<file path="src/phy_ctl_pkg.sv">
package phy_ctl_pkg;

  // ---------------------------------------------------------------
  // Register map
  // ---------------------------------------------------------------
  localparam logic [11:0] pwr_sig_addr  = 12'h03c;
  localparam logic [11:0] phy_ctl_addr  = 12'h040;
  localparam logic [11:0] irq_stat_addr = 12'h044;
  localparam logic [11:0] irq_mask_addr = 12'h048;
  localparam logic [11:0] line_st_addr  = 12'h04c;

  // ---------------------------------------------------------------
  // Field positions
  // ---------------------------------------------------------------
  localparam int pwr_data_lsb  = 0;
  localparam int pwr_data_msb  = 7;
  localparam int pwr_valid_bit = 8;
  localparam int pd_dis_bit    = 18;
  localparam int se0_flag_bit  = 13;
  localparam int k_flag_bit    = 12;
  localparam int filt_lsb      = 8;
  localparam int filt_msb      = 11;
  localparam int auto_res_bit  = 7;
  localparam int conf_lsb      = 4;
  localparam int conf_msb      = 6;

  // Interrupt status bits: 0 resume by SE0, 1 resume by K, 2 line change
  localparam int irq_se0_bit  = 0;
  localparam int irq_k_bit    = 1;
  localparam int irq_line_bit = 2;

  // ---------------------------------------------------------------
  // Reset values and timing
  // ---------------------------------------------------------------
  localparam logic [31:0] pwr_sig_rst  = 32'h0000_0000;
  localparam logic [31:0] phy_ctl_rst  = 32'h0000_0000;
  localparam logic [2:0]  irq_rst      = 3'h0;
  localparam logic [1:0]  line_se0     = 2'h0;
  localparam logic [1:0]  line_j       = 2'h1;
  localparam logic [1:0]  line_k       = 2'h2;
  localparam int          cnt_w        = 16;

  // ---------------------------------------------------------------
  // Carriers
  // ---------------------------------------------------------------
  typedef struct packed {
    logic        psel;
    logic        penable;
    logic        pwrite;
    logic [11:0] paddr;
    logic [31:0] pwdata;
  } apb_req_t;

  typedef struct packed {
    logic [31:0] prdata;
    logic        pready;
    logic        pslverr;
  } apb_rsp_t;

  typedef struct packed {
    logic        pd_off;
    logic [2:0]  conf;
  } phy_pins_t;

endpackage

</file>
<file path="src/line_filter.sv">
`timescale 1ns/1ps
module line_filter
  import phy_ctl_pkg::*;
(
  // Clock and reset
  input  wire logic       pclk,
  input  wire logic       presetn,
  // Control
  input  wire logic [3:0] depth_log2,
  // Line state
  input  wire logic [1:0] line_raw,
  output logic      [1:0] line_filt,
  output logic            changed
);

  typedef struct packed {
    logic [1:0]       cand;
    logic [cnt_w-1:0] cnt;
    logic [1:0]       filt;
    logic             chg;
  } filt_st_t;

  filt_st_t st_r;
  filt_st_t st_nxt;

  function automatic logic [cnt_w-1:0] pow2(input logic [3:0] e);
    pow2 = cnt_w'(1) << e;
  endfunction

  // -------------------------------------------------------------
  // Stability counter
  // -------------------------------------------------------------
  always_comb begin
    st_nxt     = st_r;
    st_nxt.chg = 1'b0;
    if (line_raw != st_r.cand) begin
      st_nxt.cand = line_raw;
      st_nxt.cnt  = cnt_w'(1);
    end else if (st_r.cand != st_r.filt) begin
      if (st_r.cnt >= pow2(depth_log2)) begin
        st_nxt.filt = st_r.cand;
        st_nxt.chg  = 1'b1;
      end else begin
        st_nxt.cnt = st_r.cnt + cnt_w'(1);
      end
    end
  end

  always_ff @(posedge pclk or negedge presetn) begin
    if (!presetn) begin
      st_r <= '{cand: line_j, cnt: '0, filt: line_j, chg: 1'b0};
    end else begin
      st_r <= st_nxt;
    end
  end

  assign line_filt = st_r.filt;
  assign changed   = st_r.chg;

  a_filt_hold: assert property (@(posedge pclk)
    disable iff (!presetn)
    st_r.chg |-> $past(line_raw) == st_r.filt)
    else $error("filter passed an unstable value");

endmodule // line_filter

</file>
<file path="src/apb_slave.sv">
`timescale 1ns/1ps
module apb_slave
  import phy_ctl_pkg::*;
(
  // Bus
  input  wire apb_req_t req,
  input  wire logic [31:0] rd_word,
  output logic      wr_stb,
  output logic      rd_stb,
  output logic      pready,
  output logic      pslverr,
  output logic [31:0] prdata
);

  function automatic logic mapped(input logic [11:0] a);
    mapped = (a == pwr_sig_addr) || (a == phy_ctl_addr) ||
             (a == irq_stat_addr) || (a == irq_mask_addr) ||
             (a == line_st_addr);
  endfunction

  // Zero wait states; unmapped addresses give pslverr
  always_comb begin
    pready  = req.psel & req.penable;
    pslverr = pready & ~mapped(req.paddr);
    wr_stb  = pready & req.pwrite & mapped(req.paddr);
    rd_stb  = pready & ~req.pwrite & mapped(req.paddr);
    prdata  = pready & ~req.pwrite ? rd_word : 32'h0000_0000;
  end

endmodule // apb_slave

</file>
<file path="src/phy_suspend_ctl.sv">
// Design decision made here: register access over APB.
`timescale 1ns/1ps
module phy_suspend_ctl
  import phy_ctl_pkg::*;
(
  // Clock and reset
  input  wire logic        pclk,
  input  wire logic        presetn,
  // APB
  input  wire logic        psel,
  input  wire logic        penable,
  input  wire logic        pwrite,
  input  wire logic [11:0] paddr,
  input  wire logic [31:0] pwdata,
  output logic      [31:0] prdata,
  output logic             pready,
  output logic             pslverr,
  // Suspend
  input  wire logic        suspended,
  output logic             resume_req,
  // Transceiver
  input  wire logic [1:0]  line_state,
  output logic      [2:0]  transceiver_config_pins,
  output logic             wide_port_a_pd_en,
  output logic             wide_port_b_pd_en,
  // Power signalling
  output logic      [7:0]  pwr_data,
  output logic             pwr_valid,
  // Interrupt
  output logic             irq
);

  typedef struct packed {
    logic [1:0]  ls_s1;
    logic [1:0]  ls_s2;
    logic        sus_s1;
    logic        sus_s2;
    logic [8:0]  pwr;
    logic        pd_off;
    logic        se0_flag;
    logic        k_flag;
    logic [3:0]  depth;
    logic        auto_res;
    logic [2:0]  conf;
    logic        res_req;
    logic [2:0]  irq_stat;
    logic [2:0]  irq_mask;
    logic        irq;
    logic [31:0] rdata;
    logic        ready;
    logic        slverr;
  } ctl_st_t;

  ctl_st_t     st_r;
  ctl_st_t     st_nxt;
  apb_req_t    req;
  logic        wr_stb;
  logic        rd_stb;
  logic        wr_hit;
  logic        rd_hit;
  logic        auto_hit;
  logic        bus_ready;
  logic        bus_err;
  logic [31:0] bus_rdata;
  logic [31:0] rd_word;
  logic [1:0]  line_filt;
  logic        line_chg;

  // ---------------------------------------------------------------
  // Bus slave and filter
  // ---------------------------------------------------------------
  assign req = '{psel: psel, penable: penable, pwrite: pwrite,
                 paddr: paddr, pwdata: pwdata};

  apb_slave u_bus (
    .req     (req),
    .rd_word (rd_word),
    .wr_stb  (wr_hit),
    .rd_stb  (rd_hit),
    .pready  (bus_ready),
    .pslverr (bus_err),
    .prdata  (bus_rdata)
  );

  // Accesses act only at the edge that sees pready high
  assign wr_stb   = wr_hit & st_r.ready;
  assign rd_stb   = rd_hit & st_r.ready;
  assign auto_hit = st_r.auto_res & st_r.sus_s2 & line_chg;

  line_filter u_filt (
    .pclk       (pclk),
    .presetn    (presetn),
    .depth_log2 (st_r.depth),
    .line_raw   (st_r.ls_s2),
    .line_filt  (line_filt),
    .changed    (line_chg)
  );

  function automatic logic [31:0] ctl_word(input ctl_st_t s);
    ctl_word = 32'h0000_0000;
    ctl_word[pd_dis_bit]        = s.pd_off;
    ctl_word[se0_flag_bit]      = s.se0_flag;
    ctl_word[k_flag_bit]        = s.k_flag;
    ctl_word[filt_msb:filt_lsb] = s.depth;
    ctl_word[auto_res_bit]      = s.auto_res;
    ctl_word[conf_msb:conf_lsb] = s.conf;
  endfunction

  // ---------------------------------------------------------------
  // Read mux
  // ---------------------------------------------------------------
  always_comb begin
    rd_word = 32'h0000_0000;
    case (paddr)
      pwr_sig_addr:  rd_word = {23'h000000, st_r.pwr};
      phy_ctl_addr:  rd_word = ctl_word(st_r);
      irq_stat_addr: rd_word = {29'h00000000, st_r.irq_stat};
      irq_mask_addr: rd_word = {29'h00000000, st_r.irq_mask};
      line_st_addr:  rd_word = {30'h00000000, line_filt};
      default:       rd_word = 32'h0000_0000;
    endcase
  end

  // ---------------------------------------------------------------
  // Next state
  // ---------------------------------------------------------------
  always_comb begin
    logic res_se0;
    logic res_k;
    res_se0 = 1'b0;
    res_k   = 1'b0;
    st_nxt  = st_r;
    st_nxt.ls_s1  = line_state;
    st_nxt.ls_s2  = st_r.ls_s1;
    st_nxt.sus_s1 = suspended;
    st_nxt.sus_s2 = st_r.sus_s1;
    st_nxt.rdata  = bus_rdata;
    // One-cycle pready pulse, a fresh answer for each access
    st_nxt.ready  = bus_ready & ~st_r.ready;
    st_nxt.slverr = bus_err & ~st_r.ready;
    st_nxt.res_req = 1'b0;
    // Register writes
    if (wr_stb && paddr == pwr_sig_addr) begin
      st_nxt.pwr = pwdata[pwr_valid_bit:pwr_data_lsb];
    end
    if (wr_stb && paddr == phy_ctl_addr) begin
      st_nxt.pd_off   = pwdata[pd_dis_bit];
      st_nxt.depth    = pwdata[filt_msb:filt_lsb];
      st_nxt.auto_res = pwdata[auto_res_bit];
      st_nxt.conf     = pwdata[conf_msb:conf_lsb];
      if (!pwdata[se0_flag_bit]) st_nxt.se0_flag = 1'b0;
      if (!pwdata[k_flag_bit])   st_nxt.k_flag = 1'b0;
    end
    if (wr_stb && paddr == irq_mask_addr) begin
      st_nxt.irq_mask = pwdata[2:0];
    end
    // Clear only the bits handed over, so newer events survive
    if (rd_stb && paddr == irq_stat_addr) begin
      st_nxt.irq_stat = st_r.irq_stat & ~st_r.rdata[2:0];
    end
    // Hardware resume on filtered activity; set wins over clear
    if (auto_hit) begin
      if (line_filt == line_se0) res_se0 = 1'b1;
      if (line_filt == line_k)   res_k = 1'b1;
    end
    if (res_se0) begin
      st_nxt.se0_flag = 1'b1;
      st_nxt.irq_stat[irq_se0_bit] = 1'b1;
    end
    if (res_k) begin
      st_nxt.k_flag = 1'b1;
      st_nxt.irq_stat[irq_k_bit] = 1'b1;
    end
    if (line_chg) st_nxt.irq_stat[irq_line_bit] = 1'b1;
    st_nxt.res_req = res_se0 | res_k;
    st_nxt.irq = |(st_nxt.irq_stat & st_nxt.irq_mask);
  end

  always_ff @(posedge pclk or negedge presetn) begin
    if (!presetn) begin
      st_r          <= '0;
      st_r.ls_s1    <= line_j;
      st_r.ls_s2    <= line_j;
      st_r.pwr      <= pwr_sig_rst[8:0];
      st_r.pd_off   <= phy_ctl_rst[pd_dis_bit];
      st_r.conf     <= phy_ctl_rst[conf_msb:conf_lsb];
      st_r.irq_stat <= irq_rst;
      st_r.irq_mask <= irq_rst;
    end else begin
      st_r <= st_nxt;
    end
  end

  // ---------------------------------------------------------------
  // Outputs
  // ---------------------------------------------------------------
  // Bus answer is registered: one wait state, pready one cycle late
  assign prdata  = st_r.rdata;
  assign pready  = st_r.ready;
  assign pslverr = st_r.slverr;
  assign resume_req              = st_r.res_req;
  assign transceiver_config_pins = st_r.conf;
  assign wide_port_a_pd_en       = ~st_r.pd_off;
  assign wide_port_b_pd_en       = ~st_r.pd_off;
  assign pwr_data                = st_r.pwr[7:0];
  assign pwr_valid               = st_r.pwr[8];
  assign irq                     = st_r.irq;

  // ---------------------------------------------------------------
  // Checks
  // ---------------------------------------------------------------
  a_pd_follow: assert property (@(posedge pclk)
    disable iff (!presetn)
    (wr_stb && paddr == phy_ctl_addr) |=>
      wide_port_a_pd_en == !$past(pwdata[pd_dis_bit]))
    else $error("pulldown enable does not follow control bit");

  a_pd_both: assert property (@(posedge pclk)
    disable iff (!presetn)
    wide_port_a_pd_en == wide_port_b_pd_en)
    else $error("wide port pulldown enables differ");

  a_conf_pins: assert property (@(posedge pclk)
    disable iff (!presetn)
    (wr_stb && paddr == phy_ctl_addr) |=>
      transceiver_config_pins == $past(pwdata[conf_msb:conf_lsb]))
    else $error("config pins do not follow control bits");

  a_pwr_write: assert property (@(posedge pclk)
    disable iff (!presetn)
    (wr_stb && paddr == pwr_sig_addr) |=>
      {pwr_valid, pwr_data} == $past(pwdata[pwr_valid_bit:pwr_data_lsb]))
    else $error("power signalling register not written");

  a_pwr_reserved: assert property (@(posedge pclk)
    disable iff (!presetn)
    (rd_stb && paddr == pwr_sig_addr) |->
      prdata[31:pwr_valid_bit+1] == '0)
    else $error("reserved power signalling bits read non-zero");

  a_se0_sticky: assert property (@(posedge pclk)
    disable iff (!presetn)
    (st_r.se0_flag && !(wr_stb && paddr == phy_ctl_addr)) |=>
      st_r.se0_flag)
    else $error("se0 resume flag lost without a write");

  a_k_sticky: assert property (@(posedge pclk)
    disable iff (!presetn)
    (st_r.k_flag && !(wr_stb && paddr == phy_ctl_addr)) |=>
      st_r.k_flag)
    else $error("k resume flag lost without a write");

  a_se0_set: assert property (@(posedge pclk)
    disable iff (!presetn)
    (auto_hit && line_filt == line_se0) |=>
      (st_r.se0_flag && resume_req))
    else $error("se0 resume did not set its flag");

  a_k_set: assert property (@(posedge pclk)
    disable iff (!presetn)
    (auto_hit && line_filt == line_k) |=>
      (st_r.k_flag && resume_req))
    else $error("k resume did not set its flag");

  a_se0_clear: assert property (@(posedge pclk)
    disable iff (!presetn)
    (wr_stb && paddr == phy_ctl_addr && !pwdata[se0_flag_bit] &&
      !auto_hit) |=> !st_r.se0_flag)
    else $error("se0 resume flag not cleared by a zero write");

  a_k_clear: assert property (@(posedge pclk)
    disable iff (!presetn)
    (wr_stb && paddr == phy_ctl_addr && !pwdata[k_flag_bit] &&
      !auto_hit) |=> !st_r.k_flag)
    else $error("k resume flag not cleared by a zero write");

  a_depth_write: assert property (@(posedge pclk)
    disable iff (!presetn)
    (wr_stb && paddr == phy_ctl_addr) |=>
      st_r.depth == $past(pwdata[filt_msb:filt_lsb]))
    else $error("filter depth field not written");

  a_auto_write: assert property (@(posedge pclk)
    disable iff (!presetn)
    (wr_stb && paddr == phy_ctl_addr) |=>
      st_r.auto_res == $past(pwdata[auto_res_bit]))
    else $error("hardware resume enable not written");

  a_no_auto: assert property (@(posedge pclk)
    disable iff (!presetn)
    !st_r.auto_res |=> !resume_req)
    else $error("resume raised while hardware resume disabled");

  a_no_suspend: assert property (@(posedge pclk)
    disable iff (!presetn)
    !st_r.sus_s2 |=> !resume_req)
    else $error("resume raised outside suspend");

  a_res_flag: assert property (@(posedge pclk)
    disable iff (!presetn)
    resume_req |-> (st_r.se0_flag || st_r.k_flag))
    else $error("resume without a cause flag");

  a_res_pulse: assert property (@(posedge pclk)
    disable iff (!presetn)
    resume_req |=> !resume_req)
    else $error("resume request longer than one cycle");

  a_line_read: assert property (@(posedge pclk)
    disable iff (!presetn)
    (rd_stb && paddr == line_st_addr) |->
      prdata == {30'h00000000, $past(line_filt)})
    else $error("filtered line state read back wrong");

  a_line_irq: assert property (@(posedge pclk)
    disable iff (!presetn)
    line_chg |=> st_r.irq_stat[irq_line_bit])
    else $error("line change did not set its status bit");

  a_irq_level: assert property (@(posedge pclk)
    disable iff (!presetn)
    irq == |(st_r.irq_stat & st_r.irq_mask))
    else $error("interrupt level mismatch");

  a_ready_pulse: assert property (@(posedge pclk)
    disable iff (!presetn)
    pready |=> !pready)
    else $error("pready held longer than one cycle");

  a_err_ready: assert property (@(posedge pclk)
    disable iff (!presetn)
    pslverr |-> pready)
    else $error("pslverr without pready");

  c_auto_se0: cover property (@(posedge pclk) resume_req && st_r.se0_flag);
  c_auto_k:   cover property (@(posedge pclk) resume_req && st_r.k_flag);
  c_irq:      cover property (@(posedge pclk) irq);
  c_err:      cover property (@(posedge pclk) pslverr);
  c_flag_clear: cover property (@(posedge pclk)
    wr_stb && paddr == phy_ctl_addr && st_r.k_flag && !pwdata[k_flag_bit]);

endmodule // phy_suspend_ctl

</file>
<file path="config.mk">
export PLATFORM = sky130hd
export DESIGN_NAME = phy_suspend_ctl
export DESIGN_NICKNAME = d
export VERILOG_FILES = /design/src/phy_ctl_pkg.sv /design/src/line_filter.sv /design/src/apb_slave.sv /design/src/phy_suspend_ctl.sv
export SDC_FILE = /design/constraint.sdc
export NUM_CORES = 1
export LEC_CHECK = 0
export ABC_AREA = 0
export BUFFER_PORTS_ARGS = -buffer_cell sky130_fd_sc_hd__buf_2
export CAP_MARGIN = 20
export CELL_PAD_IN_SITES_DETAIL_PLACEMENT = 0
export CELL_PAD_IN_SITES_GLOBAL_PLACEMENT = 1
export CORE_MARGIN = 2
export CORE_UTILIZATION = 45
export CTS_BUF_LIST = sky130_fd_sc_hd__clkbuf_4
export CTS_CLUSTER_SIZE = 24
export DETAILED_ROUTE_END_ITERATION = 7
export PLACE_DENSITY_LB_ADDON = 0.12
export REMOVE_ABC_BUFFERS = 1
export SLEW_MARGIN = 20
export SYNTH_ARGS = -nofsm -noshare
export SYNTH_HDL_FRONTEND = slang
export SYNTH_SLANG_ARGS = --single-unit
</file>
<file path="constraint.sdc">
create_clock -name pclk -period 5.3 [get_ports pclk]
set_input_delay 0.53 -clock pclk [delete_from_list [all_inputs] [get_ports pclk]]
set_output_delay 0.53 -clock pclk [all_outputs]
set_load 0.01 [all_outputs]
</file>
# ---- Word-level counts from Yosys, hierarchy flattened
# Index checks and enable logic that the tools add are counted.
dict set report classes {
  n_lt_le_gt_ge 1
  n_addsub 1
  n_mux 21
  shifts 1
  bitwise_logic 21
  reduce_logical 17
  n_eq_ne 11
}
# cell n
set op_table {}
lappend op_table {{19-bit case mux with 5 select lines} 1}
lappend op_table {{12-bit by 7-bit == test with 1-bit output, second input constant} 4}
lappend op_table {{19-bit two-way mux} 2}
lappend op_table {{16-bit two-way mux} 2}
lappend op_table {{16-bit by 1-bit adder with 16-bit output, second input constant} 1}
lappend op_table {{16-bit greater-or-equal comparator} 1}
lappend op_table {{1-bit by 4-bit left shift with 16-bit output, first input constant} 1}
lappend op_table {{1-bit AND} 12}
lappend op_table {{12-bit by 6-bit == test with 1-bit output, second input constant} 1}
lappend op_table {{1-bit two-way mux} 12}
lappend op_table {{10-bit two-way mux} 1}
lappend op_table {{3-bit two-way mux} 3}
lappend op_table {{3-bit AND} 2}
lappend op_table {{2-bit by 1-bit != test with 1-bit output, second input constant} 3}
lappend op_table {{2-bit AND reduction} 3}
lappend op_table {{2-bit nonzero test} 3}
lappend op_table {{1-bit inverter} 5}
lappend op_table {{1-bit logical AND} 4}
lappend op_table {{1-bit logical OR} 4}
lappend op_table {{2-bit != test} 2}
lappend op_table {{3-bit inverter} 1}
lappend op_table {{3-bit AND reduction} 1}
lappend op_table {{3-bit OR reduction} 1}
lappend op_table {{2-bit == test, second input constant} 1}
lappend op_table {{other kinds (2)} 2}
dict set report word_totals {
  out_inout_bits 50
  regBits 89
  elab_cells 95
  input_bits 52
}

# ---- Longest topological paths before layout
dict set report depth {
  depth_word 12
  mapped_depth 12
  mapped_depth_nobuf 9
}

# ---- By module
# From an unflattened synthesis, not the netlist that was laid out.
dict set report unflattened {
  cells_unflattened 420
  hier_area_um2 4629.4
}
# mod seq_area_each_um2 n_inst cells_each area_each_um2
set modules_own_cells {}
lappend modules_own_cells {phy_suspend_ctl 1704.1 1 197 2760.1}
lappend modules_own_cells {line_filter 528.0 1 176 1557.7}
lappend modules_own_cells {apb_slave 0.0 1 47 311.5}

# ---- Least setup slack after synthesis
# No wires, ideal clock.
dict set report synth_timing {
  path_kind {reg-to-reg}
  from {reg st_r[46] (netlist name)}
  to {reg u_filt.st_r[15] (netlist name)}
  path_stages_with_launch 12
  setup_slack_ns 2.388
  synth_period_minus_slack_ns 2.912
  setup_time_ns 0.078
  n_path_buf 2
  required_time_ns 5.222
  t_arrival_ns 2.833
  cell_sequence {dfrtp_1 -> clkbuf_1 -> nor2b_1 -> nand3_1 -> ha_1 -> a211oi_2 -> o21ai_1 -> a221o_1 -> or3_1 -> buf_2 -> or4_1 -> a21oi_1}
}
dict set report synth_via {
  elab_chain_cells 4
}
# item line_no
set synth_rtl {}
lappend synth_rtl {{start, declared} phy_suspend_ctl.sv:54} ;# ctl_st_t st_r;
lappend synth_rtl {{start signal, assigned} phy_suspend_ctl.sv:190} ;# st_r <= st_nxt;
lappend synth_rtl {{1-bit by 4-bit left shift with 16-bit output} line_filter.sv:27} ;# pow2 = cnt_w'(1) << e;
lappend synth_rtl {{16-bit greater-or-equal comparator} line_filter.sv:40} ;# if (st_r.cnt >= pow2(depth_log2)) begin
lappend synth_rtl {{2-bit by 1-bit != test with 1-bit output (no line)} --}
lappend synth_rtl {{2-bit AND reduction (no line)} --}
lappend synth_rtl {{end signal, assigned} line_filter.sv:51} ;# st_r <= '{cand: line_j, cnt: '0, filt: line_j, chg: 1'b0};
lappend synth_rtl {{end signal, assigned} line_filter.sv:53} ;# st_r <= st_nxt;
lappend synth_rtl {{end, declared} line_filter.sv:23} ;# filt_st_t st_r;
# No other way between the ends.
# A chain may end at the register's enable or synchronous reset.

# ---- Worst setup path after layout
dict set report layout_timing {
  from {reg st_r[46] (netlist name)}
  to {reg u_filt.st_r[14] (netlist name)}
}
# Same word-level chain as after synthesis.

==> impl_metrics.toml <==
[status]
outcome = "completed"

[critical_path]
cp_num_buf_inv = 0
critPathMaxFanout = 21
critPathCaptureType = "register"
cp_top_family = "simple AND/OR/NAND/NOR gates"
cpMaxStageDelayCell = "or4_1"
start_kind = "register"
path_cells = "nor2b_1, nand3_1, ha_1, a211oi_2, o21ai_1, a221o_1, or2_1, or4_1, a21oi_1"
required_ns = 5.63
cpPeakStageDelay_ns = 0.55
cp.arrival_ns = 3.60
path_class = "register to register"

[detailed_routing]
drt_wl_total_um = 7890
routedWlPerCell_um = 15.2
firstDrtPassIters = 4
drc_errors = 0
vias = 2790
viasPerCell = 5.38
ant_nets = 0
drt_iter0_drc = 105

[global_routing]
track_usage_pct = 17.8
grt_pass1_vias = 2734
antenna_found_initial = 0
grt.overflow.total = 0
grt_pass1_wl_um = 13700
grt_max_degree = 73

[cts]
root_buffer = "clkbuf_4"
cts_tree = "yes"
cts_resized = 0
post-cts-setup-buffers = 0
cts_buffers = 9
cts_buffer_depth = 2
clk_pin_slew_ns = 0.12
hold_buffers = 0
clock-sinks = 72
htree_levels = 3
clk_latency_ns = 0.41

[placement]
port_buffers = 67
finalWeightedCongestion = 0.797
place_hpwl_um = 5700

[synth]
synth_top_area_share_pct = 43.8
synth_area_um2 = 3880
synthMuxAreaShare_pct = 6.96
synth-xor-area-share_pct = 0.902
ys.flop_type = "dfrtp_1"
yosysWarnings = 0
ys_seq_area_share_pct = 46.5
synthDistinctLibCells = 52
synth_edf_count = 0
synthSimpleGateAreaFrac_pct = 18.6
synth_compound_area_share_pct = 10.6
synth_fa_ha_area_share_pct = 5.48
syn_area_per_cell_um2 = 10.4
synth_most_common_cell = "dfrtp_1"
yosysTopAreaCell = "dfrtp_1"
ys_top_cells_by_count = "dfrtp_1, buf_4, nand2_1"
synth_area_leaders = "dfrtp_1, buf_4, mux2_2, ha_1, nand2_1"
synth_cells = 374
ys_async_sr_fraction_pct = 100
ys_ff_latch = 72
synth_top_family_by_area = "simple AND/OR/NAND/NOR gates"

[sta]
period_share_pct = 61.6
rsz0062_at_grt = "false"
slew_headroom_pct = 39.2
finalHoldViolCount = 0
setup_viol = 0
layout_min_cycle_time_ns = 3.27
fin_tns_setup_ns = 0
slew_violations = 0
finClkSkew_ns = 0.0200
holdWs_ns = 0.212
fmax_ghz = 0.306
tightest_slew_ns = 0.912

[floorplan]
coreArea_um2 = 8300
pin_count = 102
die-area_um2 = 9390
die_h_um = 96.9
die_w_um = 96.9
fp-row-count = 33
start_util_pct = 46.8

[power_and_ir_drop]
combPwrFrac_pct = 7.5
ir_worst_vdd_mv = 0.145
clockPowerShare_pct = 35.9
power_mw = 1.01
p_leak_nw = 1.97
seqPwrFrac_pct = 56.6
p_int_uw = 734
power_density_nw_per_um2 = 241
switching_share_pct = 27.1
power_switching_uw = 272

[worst_hold_path]
hold_path.class = "input pin to register"

[cells_and_area]
syn2layout_area_growth_pct = 7.44
n_antenna_cell = 0
drive_gt1_share_pct = 28.3
post-route-util_pct = 50.3
fin_nets = 478

[job]
maxCapViolations = 0
-- registers in the layout (all words and copies together), names as in the netlist, 2 cells and up --
register,flops
pwr_data,8
st_nxt,3
prdata,15
u_filt.st_r,18
st_r,17
transceiver_config_pins,3
u_filt.line_filt,2
-- worst register-to-register path: cells and delay by family, from the launching register on --
kind / cells / cell delay (ns)
compound gates: 4 / 0.84
fa+ha+maj: 1 / 0.34
flops: 1 / 0.53
simple gates: 4 / 1.49
-- power by group through the flow --
stage / Combinational [mW] / Clock, mW / Sequential [mW]
2_1_floorplan: 0.0371 / 0 / 0.578
3_3_place_gp: 0.0750 / 0 / 0.580
3_5_place_dp: 0.0756 / 0 / 0.581
4_1_cts: 0.0759 / 0.373 / 0.570
5_1_grt: 0.0853 / 0.405 / 0.572
6_report: 0.0753 / 0.362 / 0.570
-- final cells by class --
type / count / area (um2)
fillers: 776 / 4130
well taps: 105 / 131
flip-flops and latches: 72 / 1810
repair buffers: 70 / 358
inverters: 4 / 15.0
clock buffers: 9 / 67.6
multi-input cells: 252 / 1710
clock inverters: 7 / 81.3
-- path summary, 6_finish.rpt --
| check | startpoint | endpoint | slack, ns | depth (start not counted) |
|---|---|---|---|---|
| worst max-delay path | st_r[46] | u_filt.st_r[14] | 2.03 | 9 |
| worst min-delay path | line_state[0] | st_nxt[64] | 0.21 | 1 |
| worst max register to register | st_r[46] | u_filt.st_r[14] | 2.03 | 9 |
| worst min register to register | st_nxt[65] | st_r[65] | 0.37 | 0 |
| max in group asynchronous | presetn | u_filt.st_r[4] | 4.38 | 2 |
| min in group asynchronous | presetn | u_filt.st_r[15] | 0.31 | 2 |
-- per-stage QoR --
| stage | instance area [um2] | cells | worst slack [ns] |
|---|---|---|---|
| finish | 4170 | 519 | 2.03 |
| global route | 4170 | 519 | 1.82 |
| CTS | 4170 | 519 | 2.03 |
| detailed placement | 4030 | 503 | 2.05 |
| global placement | 4030 | 503 | 2.10 |
| floorplan | 3540 | 328 | 1.95 |
-- placed cells by master (no fill, tap or decap), drive strengths merged, types with 3 or more instances in the layout --
| cell type | count |
|---|---|
| or4 | 13 |
| clkinv | 5 |
| mux2i | 3 |
| ha | 17 |
| nor4 | 4 |
| nand2 | 32 |
| buf | 70 |
| conb | 17 |
| nand4 | 9 |
| xor2 | 4 |
| inv | 5 |
| o211ai | 4 |
| dfrtp | 68 |
| clkbuf | 9 |
| nor2b | 5 |
| o21ai | 8 |
| or3 | 6 |
| dfstp | 4 |
| nor3 | 4 |
| nor2 | 17 |
| mux2 | 21 |
| nand3 | 15 |
| a22oi | 6 |
| and3 | 11 |
| a21oi | 20 |
| o31ai | 12 |
-- layer usage --
| metal | part of all wire (%) | vias to the layer above | track usage, % |
|---|---|---|---|
| met5 | 0 | - | 0 |
| met4 | 0.89 | 0 | 5.53 |
| met3 | 4.0 | 6 | 3.18 |
| met2 | 47 | 63 | 27.7 |
| met1 | 48 | 1346 | 25.5 |
| li1 | - | 1375 | - |
-- logic make-up (layout without fill, tap and decap cells) --
family,after synthesis,count (layout)
compound gates,62,62
xor+xnor,4,4
fa+ha+maj,17,17
buf+inv,66,90
flops,72,72
mux,24,24
other cells,1,17
simple gates,128,128
(Power assumes the default switching activity.)
